===== src/pkg/adc_timer_defs.svh =====
// offsets, field positions, reset values and cycle counts for the converter and reload timer
// assumes inclusion by bare name from files of the core
`ifndef ADC_TIMER_DEFS_SVH
`define ADC_TIMER_DEFS_SVH

// ****************************************
// register byte offsets
// ****************************************
`define OFS_CONVERTER_CONTROL 8'h00
`define OFS_CONVERSION_RESULT 8'h04
`define OFS_REFERENCE_PROGRAM 8'h08
`define OFS_TIMER_CONTROL 8'h0C
`define OFS_TIMER_COUNT 8'h10
`define OFS_TIMER_RELOAD 8'h14
`define OFS_IRQ_STATUS 8'h18
`define OFS_IRQ_MASK 8'h1C

// ****************************************
// field positions
// ****************************************
`define CTRL_CHANNEL_LSB 0
`define CTRL_CONTINUOUS_BIT 3
`define CTRL_BUSY_BIT 4
`define TCTRL_SELECT_LOW_BIT 0
`define TCTRL_SELECT_HIGH_BIT 1
`define TCTRL_RUN_BIT 2
`define TCTRL_OVERFLOW_BIT 7
`define IRQ_CONV_DONE_BIT 0
`define IRQ_OVERFLOW_BIT 1
`define IRQ_TRIGGER_BIT 2

// ****************************************
// reset values and counts
// ****************************************
`define RESULT_RESET 8'h00
`define REFPROG_RESET 8'h00
`define RELOAD_RESET 16'h0000
`define COUNT_ALL_ONES 16'hFFFF
`define SAMPLE_LAST_CYCLE 4'h5
`define APPROX_LAST_CYCLE 4'hD
`define CONVERSION_CYCLES 4'hF

`endif


===== src/pkg/adc_timer_pkg.sv =====
// types shared by the converter sequencer and the reload timer
// assumes the defines header supplies all numeric constants
package adc_timer_pkg;

  typedef enum logic [1:0] {
    phase_idle,
    phase_sample,
    phase_approx,
    phase_finish
  } conv_phase_t;

  typedef enum logic [1:0] {
    reload_off,
    reload_on_overflow,
    reload_on_trigger
  } reload_mode_t;

endpackage


===== src/core/adc_sequencer_timer_reload.sv =====
// converter sequencer and 16-bit reload timer behind an apb slave
// assumes one ref_clk; machine_ce marks machine cycles and freezes all state when low
//
// Behaviour
// (RULE1) The control register selects one of eight channels, single or continuous mode, and shows busy.
// (RULE2) The result register holds the 8-bit result until the next completed conversion replaces it.
// (RULE3) Software may read and write the result register as a general-purpose register.
// (RULE4) The reference program sets the internal references, and zero makes them the external ones.
// (RULE5) Every reference program write starts a new conversion, aborting any running one.
// (RULE6) The conversion sequence begins in the machine cycle after the start write.
// (RULE7) Busy is set in the same machine cycle as the reference program write.
// (RULE8) With a zero reference program a conversion takes 15 machine cycles.
// (RULE9) The channel is tracked for the first 5 cycles and then held for the rest.
// (RULE10) Approximation of the held level runs from the 6th to the 15th cycle; the code decides bits in cycles 6 to 13 only.
// (RULE11) The result moves into the result register in the 15th cycle.
// (RULE12) Two select bits choose no reload, reload on overflow, or reload on a trigger falling edge.
// (RULE13) On wrap from all ones the counter sets the overflow flag and loads the preset reload value.
// (RULE14) The reload happens in the overflow cycle so the zero count never shows.
// (RULE15) Busy clears at result transfer, and continuous mode restarts on the same channel.
// (RULE16) The counter counts once per machine cycle and software clears the overflow flag.
`timescale 1ns/1ns
`include "adc_timer_defs.svh"
module adc_sequencer_timer_reload
(
  input wire logic ref_clk,
  input wire logic reset,
  input wire logic machine_ce,
  input wire logic psel,
  input wire logic penable,
  input wire logic pwrite,
  input wire logic [7:0] paddr,
  input wire logic [31:0] pwdata,
  output logic [31:0] prdata,
  output logic pready,
  output logic pslverr,
  input wire logic comparator_high,
  input wire logic reload_trigger_pin,
  output logic [2:0] channel_select,
  output logic sample_track,
  output logic [7:0] dac_trial,
  output logic [3:0] internal_upper_reference,
  output logic [3:0] internal_lower_reference,
  output logic use_external_reference,
  output logic [15:0] timer_count,
  output logic irq
);

  // ****************************************
  // helper functions
  // ****************************************
  function automatic adc_timer_pkg::reload_mode_t decode_mode(input logic [1:0] sel);
    adc_timer_pkg::reload_mode_t m;
    m = adc_timer_pkg::reload_off;
    if (sel[1])
      m = sel[0] ? adc_timer_pkg::reload_on_trigger : adc_timer_pkg::reload_on_overflow;
    return m;
  endfunction

  function automatic logic hit(input logic [7:0] addr, input logic [7:0] ofs);
    return addr == ofs;
  endfunction

  // ****************************************
  // apb access decode
  // ****************************************
  logic access;
  logic wr;
  logic mapped;

  assign pready = machine_ce;
  assign access = psel && penable && machine_ce;
  assign wr = access && pwrite;

  always_comb
  begin
    mapped = hit(paddr, `OFS_CONVERTER_CONTROL) || hit(paddr, `OFS_CONVERSION_RESULT)
             || hit(paddr, `OFS_REFERENCE_PROGRAM) || hit(paddr, `OFS_TIMER_CONTROL)
             || hit(paddr, `OFS_TIMER_COUNT) || hit(paddr, `OFS_TIMER_RELOAD)
             || hit(paddr, `OFS_IRQ_STATUS) || hit(paddr, `OFS_IRQ_MASK);
  end

  assign pslverr = psel && penable && !mapped;

  logic wr_control;
  logic wr_result;
  logic wr_refprog;
  logic wr_tcontrol;
  logic wr_count;
  logic wr_reload;
  logic wr_status;
  logic wr_mask;

  assign wr_control = wr && hit(paddr, `OFS_CONVERTER_CONTROL);
  assign wr_result = wr && hit(paddr, `OFS_CONVERSION_RESULT);
  assign wr_refprog = wr && hit(paddr, `OFS_REFERENCE_PROGRAM);
  assign wr_tcontrol = wr && hit(paddr, `OFS_TIMER_CONTROL);
  assign wr_count = wr && hit(paddr, `OFS_TIMER_COUNT);
  assign wr_reload = wr && hit(paddr, `OFS_TIMER_RELOAD);
  assign wr_status = wr && hit(paddr, `OFS_IRQ_STATUS);
  assign wr_mask = wr && hit(paddr, `OFS_IRQ_MASK);

  // ****************************************
  // converter registers
  // ****************************************
  logic continuous;
  logic busy;
  logic [7:0] result;
  logic [7:0] refprog;

  always_ff @(posedge ref_clk)
  begin
    if (reset)
    begin
      channel_select <= 3'h0;
      continuous <= 1'b0;
    end
    else if (machine_ce && wr_control)
    begin
      channel_select <= pwdata[`CTRL_CHANNEL_LSB +: 3]; // see RULE1
      continuous <= pwdata[`CTRL_CONTINUOUS_BIT]; // see RULE1
    end
  end

  always_ff @(posedge ref_clk)
  begin
    if (reset)
      refprog <= `REFPROG_RESET;
    else if (machine_ce && wr_refprog)
      refprog <= pwdata[7:0];
  end

  // upper nibble programs the upper level, lower nibble the lower one
  always_ff @(posedge ref_clk)
  begin
    if (reset)
    begin
      internal_upper_reference <= 4'h0;
      internal_lower_reference <= 4'h0;
      use_external_reference <= 1'b1;
    end
    else if (machine_ce)
    begin
      internal_upper_reference <= refprog[7:4]; // see RULE4
      internal_lower_reference <= refprog[3:0]; // see RULE4
      use_external_reference <= refprog == 8'h00; // see RULE4
    end
  end

  // ****************************************
  // conversion sequencer
  // ****************************************
  adc_timer_pkg::conv_phase_t phase;
  logic [3:0] cycle;
  logic finishing;
  logic restart;

  // cycle holds the number of the machine cycle now running, 1 to 15
  assign finishing = phase != adc_timer_pkg::phase_idle && cycle == `CONVERSION_CYCLES;
  assign restart = finishing && continuous && !wr_refprog;

  always_ff @(posedge ref_clk)
  begin
    if (reset)
    begin
      phase <= adc_timer_pkg::phase_idle;
      cycle <= 4'h0;
    end
    else if (machine_ce)
    begin
      if (wr_refprog || restart)
      begin
        // a start write always wins, aborting whatever runs
        phase <= adc_timer_pkg::phase_sample; // see RULE5, RULE6
        cycle <= 4'h1; // see RULE6
      end
      else
      begin
        unique case (phase)
          adc_timer_pkg::phase_idle:
            cycle <= 4'h0;
          adc_timer_pkg::phase_sample:
          begin
            cycle <= cycle + 4'h1;
            if (cycle == `SAMPLE_LAST_CYCLE)
              phase <= adc_timer_pkg::phase_approx; // see RULE9
          end
          adc_timer_pkg::phase_approx:
          begin
            cycle <= cycle + 4'h1;
            if (cycle == `APPROX_LAST_CYCLE)
              phase <= adc_timer_pkg::phase_finish; // see RULE10
          end
          adc_timer_pkg::phase_finish:
          begin
            cycle <= cycle + 4'h1;
            if (cycle == `CONVERSION_CYCLES)
            begin
              phase <= adc_timer_pkg::phase_idle; // see RULE8
              cycle <= 4'h0;
            end
          end
        endcase
      end
    end
  end

  // busy rises at the start write itself, not one cycle later
  always_ff @(posedge ref_clk)
  begin
    if (reset)
      busy <= 1'b0;
    else if (machine_ce)
    begin
      if (wr_refprog)
        busy <= 1'b1; // see RULE7
      else if (finishing && !continuous)
        busy <= 1'b0; // see RULE15
    end
  end

  assign sample_track = phase == adc_timer_pkg::phase_sample; // see RULE9

  // bits decided in cycles 6 to 13; 14 and 15 leave the ladder settled
  sar_register sar
  (
    .ref_clk(ref_clk),
    .reset(reset),
    .machine_ce(machine_ce),
    .clear(wr_refprog || restart || phase == adc_timer_pkg::phase_sample),
    .step(phase == adc_timer_pkg::phase_approx), // see RULE10
    .comparator_high(comparator_high),
    .trial_code(dac_trial)
  );

  // a transfer beats a software write landing in the same cycle
  always_ff @(posedge ref_clk)
  begin
    if (reset)
      result <= `RESULT_RESET;
    else if (machine_ce)
    begin
      if (finishing)
        result <= dac_trial; // see RULE11, RULE2
      else if (wr_result)
        result <= pwdata[7:0]; // see RULE3
    end
  end

  // ****************************************
  // reload timer
  // ****************************************
  logic [1:0] reload_select;
  logic run;
  logic [15:0] reload_value;
  logic overflow_flag;
  logic trig_meta;
  logic trig_sync;
  logic trig_prev;
  logic trig_fall;
  logic wrap;
  adc_timer_pkg::reload_mode_t mode;

  assign mode = decode_mode(reload_select); // see RULE12

  always_ff @(posedge ref_clk)
  begin
    if (reset)
    begin
      reload_select <= 2'h0;
      run <= 1'b0;
    end
    else if (machine_ce && wr_tcontrol)
    begin
      reload_select[0] <= pwdata[`TCTRL_SELECT_LOW_BIT];
      reload_select[1] <= pwdata[`TCTRL_SELECT_HIGH_BIT];
      run <= pwdata[`TCTRL_RUN_BIT];
    end
  end

  always_ff @(posedge ref_clk)
  begin
    if (reset)
      reload_value <= `RELOAD_RESET;
    else if (machine_ce && wr_reload)
      reload_value <= pwdata[15:0];
  end

  // pin passes two flops before the edge detector sees it
  always_ff @(posedge ref_clk)
  begin
    if (reset)
    begin
      trig_meta <= 1'b1;
      trig_sync <= 1'b1;
      trig_prev <= 1'b1;
    end
    else if (machine_ce)
    begin
      trig_meta <= reload_trigger_pin;
      trig_sync <= trig_meta;
      trig_prev <= trig_sync;
    end
  end

  assign trig_fall = trig_prev && !trig_sync;
  assign wrap = run && timer_count == `COUNT_ALL_ONES;

  always_ff @(posedge ref_clk)
  begin
    if (reset)
      timer_count <= 16'h0000;
    else if (machine_ce)
    begin
      if (wr_count)
        timer_count <= pwdata[15:0];
      else if (mode == adc_timer_pkg::reload_on_trigger && trig_fall)
        timer_count <= reload_value; // see RULE12
      else if (wrap && mode == adc_timer_pkg::reload_on_overflow)
        timer_count <= reload_value; // see RULE13, RULE14
      else if (run)
        timer_count <= timer_count + 16'h0001; // see RULE16
    end
  end

  // ****************************************
  // interrupt status and mask
  // ****************************************
  logic [2:0] status;
  logic [2:0] mask;
  logic [2:0] events;

  assign events = {mode == adc_timer_pkg::reload_on_trigger && trig_fall, wrap, finishing};
  assign overflow_flag = status[`IRQ_OVERFLOW_BIT]; // see RULE13

  // a new event in the clearing cycle keeps its bit set
  always_ff @(posedge ref_clk)
  begin
    if (reset)
      status <= 3'h0;
    else if (machine_ce)
      status <= (status & ~(wr_status ? pwdata[2:0] : 3'h0)) | events; // see RULE16
  end

  always_ff @(posedge ref_clk)
  begin
    if (reset)
      mask <= 3'h0;
    else if (machine_ce && wr_mask)
      mask <= pwdata[2:0];
  end

  always_ff @(posedge ref_clk)
  begin
    if (reset)
      irq <= 1'b0;
    else if (machine_ce)
      irq <= |(((status & ~(wr_status ? pwdata[2:0] : 3'h0)) | events) & mask);
  end

  // ****************************************
  // read data
  // ****************************************
  logic [31:0] next_prdata;

  always_comb
  begin
    next_prdata = 32'h0000_0000;
    if (hit(paddr, `OFS_CONVERTER_CONTROL))
    begin
      next_prdata[`CTRL_CHANNEL_LSB +: 3] = channel_select;
      next_prdata[`CTRL_CONTINUOUS_BIT] = continuous;
      next_prdata[`CTRL_BUSY_BIT] = busy; // see RULE1
    end
    else if (hit(paddr, `OFS_CONVERSION_RESULT))
      next_prdata[7:0] = result; // see RULE3
    else if (hit(paddr, `OFS_REFERENCE_PROGRAM))
      next_prdata[7:0] = refprog;
    else if (hit(paddr, `OFS_TIMER_CONTROL))
    begin
      next_prdata[`TCTRL_SELECT_LOW_BIT] = reload_select[0];
      next_prdata[`TCTRL_SELECT_HIGH_BIT] = reload_select[1];
      next_prdata[`TCTRL_RUN_BIT] = run;
      next_prdata[`TCTRL_OVERFLOW_BIT] = overflow_flag;
    end
    else if (hit(paddr, `OFS_TIMER_COUNT))
      next_prdata[15:0] = timer_count;
    else if (hit(paddr, `OFS_TIMER_RELOAD))
      next_prdata[15:0] = reload_value;
    else if (hit(paddr, `OFS_IRQ_STATUS))
      next_prdata[2:0] = status;
    else if (hit(paddr, `OFS_IRQ_MASK))
      next_prdata[2:0] = mask;
  end

  // registered in the setup cycle so the access phase sees stable data
  always_ff @(posedge ref_clk)
  begin
    if (reset)
      prdata <= 32'h0000_0000;
    else if (machine_ce && psel && !penable)
      prdata <= next_prdata;
  end

endmodule


===== src/core/sar_register.sv =====
// successive-approximation code register, one bit decided per enabled step
// assumes comparator_high is a combinational output of the analog macro, valid in the same ref_clk cycle as trial_code
`timescale 1ns/1ns
module sar_register
(
  input wire logic ref_clk,
  input wire logic reset,
  input wire logic machine_ce,
  input wire logic clear,
  input wire logic step,
  input wire logic comparator_high,
  output logic [7:0] trial_code
);

  logic [7:0] code;
  logic [7:0] test_bit;

  // test bit walks from msb to lsb; zero once all eight are decided
  always_ff @(posedge ref_clk)
  begin
    if (reset)
    begin
      code <= 8'h00;
      test_bit <= 8'h80;
    end
    else if (machine_ce)
    begin
      if (clear)
      begin
        code <= 8'h00;
        test_bit <= 8'h80;
      end
      else if (step && test_bit != 8'h00)
      begin
        // keep the bit while the held level is at or above the trial
        if (comparator_high)
          code <= code | test_bit;
        test_bit <= test_bit >> 1;
      end
    end
  end

  always_ff @(posedge ref_clk)
  begin
    if (reset)
      trial_code <= 8'h00;
    else if (machine_ce)
      trial_code <= clear ? 8'h80 : ((step && comparator_high) ? (code | test_bit) : code)
                    | (step ? (test_bit >> 1) : test_bit);
  end

endmodule


===== config.mk =====
export PLATFORM = sky130hd
export DESIGN_NAME = adc_sequencer_timer_reload
export DESIGN_NICKNAME = d
export VERILOG_FILES = /design/src/pkg/adc_timer_pkg.sv /design/src/core/adc_sequencer_timer_reload.sv /design/src/core/sar_register.sv
export VERILOG_INCLUDE_DIRS = /design/src /design/src/pkg
export SDC_FILE = /design/constraint.sdc
export NUM_CORES = 1
export LEC_CHECK = 0
export BUFFER_PORTS_ARGS = -buffer_cell sky130_fd_sc_hd__buf_2
export CAP_MARGIN = 10
export CORE_ASPECT_RATIO = 0.6
export CORE_MARGIN = 2
export CORE_UTILIZATION = 55
export DETAILED_ROUTE_END_ITERATION = 7
export MAX_ROUTING_LAYER = met4
export PLACE_DENSITY_LB_ADDON = 0.15
export SYNTH_ARGS = -nofsm -noshare
export SYNTH_HDL_FRONTEND = slang
export SYNTH_SLANG_ARGS = --single-unit
export TNS_END_PERCENT = 50

===== constraint.sdc =====
create_clock -name ref_clk -period 2.6 [get_ports ref_clk]
set_input_delay 0.13 -clock ref_clk [delete_from_list [all_inputs] [get_ports ref_clk]]
set_output_delay 0.13 -clock ref_clk [all_outputs]
set_load 0.03 [all_outputs]

## Word level (Yosys, flattened, before mapping)

Cells that the tools add are included.

| storage, ports and cells | value |
|---|---|
| bits in registers | 121 |
| input bits | 48 |
| output and inout bits | 72 |
| logic and storage cells | 155 |

| cells by class | value |
|---|---|
| add/subtract/negate cells | 2 |
| eq/ne operators | 19 |
| multiplexer cells | 42 |
| bitwise gates (word level) | 6 |
| reduce and logical (&&, ||, !) cells | 62 |

Operators by type and width:

| cell | count |
|---|---|
| $mux 8 | 15 |
| $mux 16 | 5 |
| $eq 8x5->1 const B | 4 |
| $logic_and 1x1->1 | 29 |
| $add 16x1->16 const B | 1 |
| $eq 16x16->1 const B | 1 |
| $eq 8x4->1 const B | 2 |
| $logic_not 8->1 | 2 |
| $or 8x8->8 | 2 |
| $mux 3 | 5 |
| $mux 13 | 1 |
| $mux 2 | 6 |
| $mux 4 | 3 |
| $pmux 4 s3 | 1 |
| $mux 11 | 1 |
| $reduce_bool 2->1 | 5 |
| $logic_or 1x1->1 | 9 |
| $eq 4x4->1 const B | 2 |
| $eq 8x3->1 const B | 1 |
| $reduce_and 2->1 | 4 |
| $reduce_bool 4->1 | 2 |
| $reduce_bool 8->1 | 1 |
| $and 3x3->3 | 2 |
| $eq 2x2->1 const B | 3 |
| 16 further kinds | 24 |

## Logic depth before layout (Yosys ltp)

Gate-level depths: netlist (run 1).

| logic depth | value |
|---|---|
| depth in word-level cells | 10 |
| depth in mapped cells | 9 |
| gate-level depth less buffers | 7 |

## Hierarchy

Synthesis (run 1) repeated with hierarchy kept, for this count alone.

| second synthesis, totals | value |
|---|---|
| cells, all modules | 723 |
| area, all modules | 6143.4 µm² |

Modules (own cells, without submodules):

| module | instances | cells each | area an instance (µm²) | sequential area each (µm²) |
|---|---|---|---|---|
| adc_sequencer_timer_reload | 1 | 637 | 5223.8 | 1941.9 |
| sar_register | 1 | 86 | 919.6 | 480.5 |

## Worst setup path before layout (run 1)

Ideal clock, no wire load.

| path | value |
|---|---|
| path type | register to register |
| start point | reg timer_count[0] |
| end point | reg timer_count[12] |
| library setup time | 95 ps |
| arrival | 2134 ps |
| required time | 2505 ps |
| path slack | 371 ps |
| stages on the path, launching flop included | 8 |
| path buffers | 1 |
| period minus slack after synthesis | 2229 ps |
| cells stage by stage | dfxtp_1 ha_1 nand2_1 nor4_4 a41oi_4 and4_1 buf_6 a221oi_1 |

| on the way | value |
|---|---|
| longest elaborated chain between the ends | 6 |
| elaborated cells on any way between the ends | 10 |
| classes of those cells | 1 x add/sub; 1 x eq/ne; 4 x mux; 4 x reduce/logical |

RTL lines:

| what | line | source |
|---|---|---|
| from (decl) | adc_sequencer_timer_reload.sv:44 | `output logic [15:0] timer_count,` |
| from (signal assigned) | adc_sequencer_timer_reload.sv:315 | `timer_count <= pwdata[15:0];` |
| from (signal assigned) | adc_sequencer_timer_reload.sv:317 | `timer_count <= reload_value;` |
| from (signal assigned) | adc_sequencer_timer_reload.sv:319 | `timer_count <= reload_value;` |
| branches (longest 6 deep; another with $add 16x1->16) | n/a |  |

Parallel ways; which one is timed is not known. The select of a mux whose other input is x is not followed.
A chain may end at the register's enable or synchronous reset.

## Final worst setup path (run 1)

| path | value |
|---|---|
| start point | reg phase[0] |
| end point | reg sar.test_bit[4] |

| on the way | value |
|---|---|
| longest elaborated chain between the ends | 8 |
| elaborated cells on any way between the ends | 12 |
| classes of those cells | 2 x eq/ne; 1 x mux; 9 x reduce/logical |

RTL lines:

| what | line | source |
|---|---|---|
| from (decl) | adc_sequencer_timer_reload.sv:152 | `adc_timer_pkg::conv_phase_t phase;` |
| from (signal assigned) | adc_sequencer_timer_reload.sv:165 | `phase <= adc_timer_pkg::phase_idle;` |
| from (signal assigned) | adc_sequencer_timer_reload.sv:173 | `phase <= adc_timer_pkg::phase_sample;` |
| from (signal assigned) | adc_sequencer_timer_reload.sv:185 | `phase <= adc_timer_pkg::phase_approx;` |
| $reduce_bool 2->1 | adc_sequencer_timer_reload.sv:158 | `` assign finishing = phase != adc_timer_pkg::phase_idle && cycle == `CONVERSION_CYCLES; `` |
| $logic_and 1x1->1 (no source line) | n/a |  |
| $logic_and 1x1->1 (2 in a row) | adc_sequencer_timer_reload.sv:159 | `assign restart = finishing && continuous && !wr_refprog;` |
| $logic_or 1x1->1 (2 in a row) | adc_sequencer_timer_reload.sv:229 | `.clear(wr_refprog \|\| restart \|\| phase == adc_timer_pkg::phase_sample),` |
| $reduce_bool 2->1 (no source line) | n/a |  |
| $reduce_and 2->1 (no source line) | n/a |  |
| to (signal assigned) | sar_register.sv:38 | `test_bit <= test_bit >> 1;` |
| to (decl) | sar_register.sv:16 | `logic [7:0] test_bit;` |

Several ways; a longest one is shown, not always the timed one.

==> results of run 1 <==
==> sequential cells by signal, indices dropped and copies added, names as in the netlist, 4 cells and up <==
name and cells:
prdata 16, sar.trial_code 8, timer_count 16, reload_value 16, sar.test_bit 8, internal_lower_reference 4, internal_upper_reference 4, result 8
refprog 8, sar.code 8, cycle 4
==> critical path, delay by kind of cell (launching register included) <==
| family | cells | cell delay, ns |
|---|---|---|
| buffers and inverters | 1 | 0.14 |
| and+or+nand+nor | 4 | 1.41 |
| AOI/OAI and AO/OA | 1 | 0.21 |
| DFF | 1 | 0.35 |
| adders and majority gates | 1 | 0.17 |
==> routing by layer <==
layer | part of all wire, % | GRT usage [%] | vias to the layer above
met5 | 0 | - | -
met4 | 1.5 | 10.5 | 0
met3 | 12 | 8.38 | 33
met2 | 41 | 42.2 | 346
met1 | 45 | 44.5 | 2777
li1 | - | - | 2641
==> logic make-up (layout without fill, tap and decap cells) <==
family          after synthesis  count (layout)  synth area share (%)
flops                       121             121                  39.8
simple gates                240             240                  21.0
xor+xnor                     13              13                  1.87
other cells                   1              16                0.0615
compound gates              150             150                  18.2
mux                          53              53                  10.0
buf+inv                      91             183                  7.29
fa+ha+maj                     9               9                  1.85
==> per-stage QoR <==
stage	setup WS [ns]	area, um^2	power (mW)	cells
after floorplan	0.371	6150	2.09	693
after global placement	0.351	6620	2.15	883
after global routing	0.114	7310	4.66	924
final	0.273	7310	4.53	924
after CTS	0.294	7310	4.55	924
after detailed placement	0.316	6620	2.16	883
==> path summary, 6_finish.rpt <==
check             slack, ns  cells after the start              end  startpoint
hold / removal         0.02                      3  reload_value[9]   pwdata[9]
hold reg to reg        0.46                      2        prdata[6]   prdata[6]
setup reg to reg       0.27                      7  sar.test_bit[4]    phase[0]
setup / recovery       0.27                      7  sar.test_bit[4]    phase[0]
==> cell type report <==
class | instances | area [um^2] | share of cell area (%)
clock buffers | 18 | 439 | 6.01
clock inverters | 14 | 163 | 2.23
inverters | 30 | 113 | 1.54
multi-input cells | 481 | 3280 | 44.9
flip-flops and latches | 121 | 2420 | 33.2
well taps | 139 | 174 | 2.38
repair buffers | 121 | 713 | 9.76
==> cell usage in the layout (no fill, tap or decap), drive strengths merged, types with 10 or more instances in the layout <==
| master | synthesis | layout |
|---|---|---|
| a221oi | 30 | 30 |
| nand3 | 17 | 17 |
| nand2 | 42 | 42 |
| nor2 | 85 | 85 |
| clkbuf | 27 | 18 |
| a211oi | 11 | 11 |
| inv | 29 | 35 |
| mux2i | 43 | 43 |
| o21ai | 14 | 14 |
| o22ai | 10 | 10 |
| and2 | 11 | 11 |
| a21oi | 32 | 32 |
| o221ai | 12 | 12 |
| nor3 | 13 | 13 |
| buf | 34 | 112 |
| conb | 1 | 16 |
| nand4 | 10 | 10 |
| nor4 | 10 | 10 |
| dfxtp | 121 | 121 |
==> power by group through the flow <==
stage	sequential, mW	combinational [mW]	clock, mW
after floorplan	1.93	0.165	0
after global placement	1.91	0.241	0
after detailed placement	1.91	0.245	0
after CTS	1.87	0.257	2.42
after global routing	1.87	0.279	2.51
final	1.87	0.262	2.40
==> results by group, run 1 <==
Worst setup path
  • Slowest stage cell on the critical path: or3_1
  • Worst Path Max Fanout: 7
  • CP peak stage delay: 0.51 ns
  • Critical-path cell list: inv_1 > ha_1 > and4b_4 > and2_0 > or3_1 > nor3b_4 > a22o_1
  • Critical Path Source Type: register
  • Worst Setup End Kind: register
  • Worst Path Arrival: 2.69 ns
  • Setup CP Type: reg2reg
  • WP data required: 2.96 ns

Timing
  • Worst-margin pin slew: 0.931 ns
  • Crit share post-route: 89.5%
  • Final Max Slew Viols: 0
  • RSZ-0062 raised after global routing: false
  • Final hold slack: 0.0167 ns
  • Max Clock Skew: 0.00836 ns
  • Final min period: 2.33 ns
  • Highest Clock Rate: 430 MHz
  • Final setup violation count: 0
  • Hold Vio Cnt, Final: 0
  • Setup total negative slack: 0 ns
  • Relative slew margins: 37.9%

Power and ir drop
  • Pwr Density: 620 nW/um^2
  • Peak supply drop: 0.502 mV
  • Proportion of power drawn by flip-flops and latches: 41.3%
  • P_leak: 2.91 nW
  • Psw: 1.13 mW
  • Cell Int Power: 3.40 mW
  • Switch share: 25.0%
  • Clk pwr share: 52.9%
  • Combinational power share: 5.8%

Min path
  • HP Class: in2reg

CTS
  • CTS buffer count: 17
  • H-tree depth: 4
  • CTS clock-pin slew for the worst setup and hold paths: 0.06 ns
  • Clk buf depth: 2
  • Later-pin clock latency in the skew report: 0.42 ns
  • Hold_buf cts: 9
  • Setup Fix Bufs, Post-CTS: 0
  • Root Driver: clkbuf_16
  • Post_cts resized: 0
  • CTS tree: done
  • Clock tree sinks: 121

Drt
  • Residual DRC: 0
  • Wire per inst: 19.4 um
  • Detail Route Antenna Nets: 0
  • 1st-iter DRT viols: 665
  • DR pass1 iterations: 7
  • Final wirelength: 17900 um
  • Via-to-Cell Ratio: 6.27
  • DR vias: 5797

Placed design
  • Hpwl dp: 12500 um
  • Final GP Congestion: 0.922
  • Port bufs: 87

Job
  • Maxcap violations: 0

Floorplanning
  • Core area: 10700 um^2
  • Initial Utilization: 57.1%
  • Die W: 140 um
  • Die area: 12000 um^2
  • Row count: 29
  • Ports: 120
  • Die H: 85.5 um

Synth
  • Post-synth top cells: 121 x dfxtp_1, 84 x nor2_1, 43 x mux2i_1
  • Synth Cell Area: 6090 um^2
  • Number of synthesized register bits: 121
  • Yosys top cell area share: 39.8%
  • Most frequent cell after synthesis: dfxtp_1
  • Async S/R FF share, synth: 0%
  • Sequential share of the synthesized area: 39.8%
  • Synth unique cells: 67
  • Syn Area/Cell: 8.99 um^2
  • Post-synth top flop: dfxtp_1
  • Synth area leaders: dfxtp_1 40%, mux2i_1 7.1%, nor2_1 5.2%
  • Leading area contributor after synthesis: dfxtp_1
  • Synth Instances: 678
  • Number of flops mapped to enable cells by yosys: 0
  • YS warnings: 0

Global routing
  • First-pass GRT wire length: 28300 um
  • Vias in the first global route: 5394
  • Antenna violations before repair: 0
  • GR Overflow Total: 0
  • Gr usage total: 31.1%
  • Largest net degree at the start of global routing: 82

Cells and area
  • Core Util, Final: 68.5%
  • Filler cells: 852
  • # diodes: 0
  • Final #Nets: 829
  • Area grow syn2layout: 19.9%
  • Layout cells sized above 1: 22.0%

Outcome
  • Status: finished, final reports clean
(Power assumes the default switching activity.)
==> run 2: changes to the inputs <==
- ABC_AREA: unset -> 1
- CORE_UTILIZATION: 55 -> 56
==> run 2 against run 1 <==
  * Via count is 14% higher
  * Die area is 0.98% higher
  * Non-clock buffer count is 15 lower
  * First-iteration DRC count is 20% higher
  * Maximum frequency is 5.7% higher
  * Sequential cell count stayed put
  * Register-to-register slack better by 0.12 ns
  * Sequential share of layout area is 0.24 points lower
  * Design area is 0.74% higher
  * Global-route usage is 1.3 points higher
  * Critical path type unchanged
  * Highest routed layer unchanged
==> results by group, run 2 <==
Drt
  • DR vias: 6637 (+14%)
  • Routed length on met1: 8840 um (+9.4%)
  • 1st-iter DRT viols: 796 (+20%)
  • Met3 wire length: 2390 um (+8.6%)
  • Met2 Wirelength: 7170 um (-2.4%)
  • Via-to-Cell Ratio: 5.57 (-11%)
  • DR pass1 iterations: 5 (-2)
  • Top sig layer: met4
  • Residual DRC: 0 (unchanged)
  • Final wirelength: 18600 um (+4.2%)
  • Detail Route Antenna Nets: 0 (unchanged)
  • Wire per inst: 15.7 um (-19%)

Cells and area
  • Finished layout cell area: 7360 um^2 (+0.74%)
  • Area grow syn2layout: 17.4%
  • Most frequent cells in the layout: 242 x nand2_1, 139 x nor2_1, 121 x dfxtp_1
  • Most common cell after layout, fill and taps aside: nand2_1
  • Top flop regs: prdata (16), reload_value (16), timer_count (16)
  • Layout cells sized above 1: 15.0% (-7.0 points)
  • Final #Nets: 1095 (+32%)

Timing
  • Setup total negative slack: 0 ns (unchanged)
  • Highest Clock Rate: 454 MHz (+5.7%)
  • RSZ-0062 raised after global routing: false
  • Max Clock Skew: 0.00578 ns (-0.00258 ns)
  • Worst-margin pin slew: 0.657 ns (-0.274 ns)
  • Relative slew margins: 55.9% (+18 points)
  • Crit share post-route: 84.7% (-4.8 points)
  • Final setup violation count: 0 (unchanged)
  • Final min period: 2.20 ns (-0.125 ns)
  • Final Max Slew Viols: 0 (unchanged)
  • Hold Vio Cnt, Final: 0 (unchanged)

CTS
  • Root Driver: clkbuf_16
  • CTS tree: done
  • CTS buffer count: 17 (unchanged)
  • CTS clock-pin slew for the worst setup and hold paths: 0.06 ns (about the same)
  • Later-pin clock latency in the skew report: 0.41 ns (about the same)
  • H-tree depth: 4 (unchanged)
  • Clk buf depth: 2 (unchanged)
  • Clock tree sinks: 121 (unchanged)
  • Setup Fix Bufs, Post-CTS: 0 (unchanged)

Placed design
  • Port bufs: 87 (unchanged)
  • Hpwl dp: 13200 um (+5.7%)
  • Final GP Congestion: 0.961 (+4.3%)
  • Cell Area, Placed: 6770 um^2 (+2.4%)

Worst setup path
  • R2R cell count: 8 (+1)
  • Worst Path Arrival: 2.55 ns (-0.14 ns)
  • Buf+Inv Stages, Crit Path: 2 (+1)
  • Critical-path cell list: inv_1 > ha_1 > clkinv_1 > nor3_1 > nand2_1 > nor2_1 > o21ai_0 > a21oi_1
  • R2R Setup Slk: 0.40 ns (+0.12 ns)
  • Slowest stage cell on the critical path: nor3_1
  • Setup CP Type: reg2reg
  • WP data required: 2.94 ns (-0.02 ns)
  • Crit path launch: phase[0]
  • Cell family with most CP delay: simple AND/OR/NAND/NOR gates
  • Critical Path Source Type: register
  • CP peak stage delay: 0.37 ns (-0.14 ns)
  • RR Startpoint: phase[0]
  • R2r endpoint: sar.code[6]
  • Worst Path Max Fanout: 9 (+2)
  • Worst Setup End Kind: register

Floorplanning
  • Die W: 141 um (+0.49%)
  • Initial Utilization: 58.4% (+1.2 points)
  • Die H: 85.9 um (+0.49%)
  • Core area: 10700 um^2 (+0.68%)
  • Die area: 12100 um^2 (+0.98%)
  • Ports: 120 (unchanged)
  • Row count: 29 (unchanged)

Synth
  • Synth area leaders: dfxtp_1 39%, nand2_1 14%, nor2_1 8.3%
  • Number of synthesized register bits: 121 (unchanged)
  • Leading area contributor after synthesis: dfxtp_1
  • Synth Instances: 951 (+40%)
  • Number of flops mapped to enable cells by yosys: 0 (unchanged)
  • YS warnings: 0 (unchanged)
  • Post-synth top flop: dfxtp_1
  • Post-synth top cells: 242 x nand2_1, 139 x nor2_1, 121 x dfxtp_1
  • Synth Cell Area: 6270 um^2 (+2.9%)
  • Syn Area/Cell: 6.59 um^2 (-27%)
  • Yosys top cell area share: 38.7% (-1.1 points)
  • Synth unique cells: 38 (-43%)
  • Async S/R FF share, synth: 0% (unchanged)
  • Most frequent cell after synthesis: nand2_1
  • Sequential share of the synthesized area: 38.7% (-1.1 points)

Global routing
  • Antenna violations before repair: 1 (+1)
  • Vias in the first global route: 5873 (+8.9%)
  • Gr usage total: 32.4% (+1.3 points)
  • Largest net degree at the start of global routing: 52 (-37%)
  • GR Overflow Total: 0 (unchanged)
  • First-pass GRT wire length: 30000 um (+6.0%)

Job
  • Maxcap violations: 0 (unchanged)

Min path
  • HP Start: pwdata[11]
  • HP Class: in2reg
  • Hold Crit Depth: 3 (unchanged)
  • Hold endpoint: reload_value[11]

Power and ir drop
  • P_leak: 3.17 nW (+8.8%)
  • Pwr Density: 617 nW/um^2 (-0.58%)
  • Tot Pwr: 4.54 mW (+0.15%)
  • Peak supply drop: 0.458 mV (-8.8%)

Outcome
  • Status: finished, final reports clean
-- run 2: cell count changes after synthesis, sizes merged, moves of 29 or more --
cell,change
a21oi,+62
nor2,+59
a221oi,-29
o21ai,+64
inv,+57
nand3,+47
nand2,+207
mux2i,-43
-- run 2: layout make-up --
type	instances	area, um^2
antenna	1	2.50
clock buffer	25	485
clock inverter	7	91.3
fill	999	3380
inverter	88	333
multi-input combinational	704	3270
sequential	121	2420
tap	139	174
timing repair buffer	106	581
-- run 2: what timing repair did --
item	CTS	global route
setup endpoints to repair	0	0
resized for setup	0	0
endpoints found under the hold margin	1	0
hold buffers	1	0
-- run 2: logic make-up (layout without fill, tap and decap cells) --
logic type | count (synthesis) | count (layout) | synth area share (%)
AOI/OAI and AO/OA | 193 | 193 | 16.2
xor gates and xnor gates | 8 | 8 | 1.12
adders and majority gates | 9 | 9 | 1.80
buffers and inverters | 141 | 226 | 10.0
DFF | 121 | 121 | 38.7
other | 1 | 17 | 0.0598
and+or+nand+nor | 478 | 478 | 32.1
-- run 2: worst max-delay path by stage --
stage | cells after the start | to | slack [ns]
global route | 8 | sar.code[6] | 0.1
floorplan | 13 | timer_count[6] | 0.65
CTS | 8 | sar.code[6] | 0.45
detailed placement | 8 | sar.code[6] | 0.47
finish | 8 | sar.code[6] | 0.40
global placement | 8 | sar.code[6] | 0.55
-- run 2: worst reg2reg max path: cells and delay by family, from the launching register on --
family	cells	cell delay (ns)
flip-flops	1	0.36
buffers and inverters	2	0.38
AO/OA/AOI/OAI	2	0.32
adder cells (fa/ha/maj)	1	0.20
AND/OR/NAND/NOR	3	0.87
-- run 2: where the power goes --
group          total (mW)  internal [mW]  switching (mW)
logic               0.332         0.0915           0.241
registers            1.90           1.88          0.0208
clock network        2.30           1.48           0.821
total                4.54           3.46            1.08
-- run 2: metal layers --
layer,vias up,global-route usage (%)
met4,0,9.45
met1,2974,48.0
li1,3233,-
met5,-,-
met2,404,42.5
met3,26,8.71
-- run 2: stage by stage --
| step | hold slack [ns] | cells | utilization (%) | worst slack, ns |
|---|---|---|---|---|
| CTS | 0.0117 | 1190 | 68.5 | 0.448 |
| global placement | 0.355 | 1157 | 63.0 | 0.546 |
| finish | 0.0129 | 1191 | 68.5 | 0.398 |
| detailed placement | 0.363 | 1157 | 63.0 | 0.472 |
| floorplan | 0.256 | 966 | - | 0.652 |
| global route | 0.0555 | 1191 | 68.5 | 0.0972 |
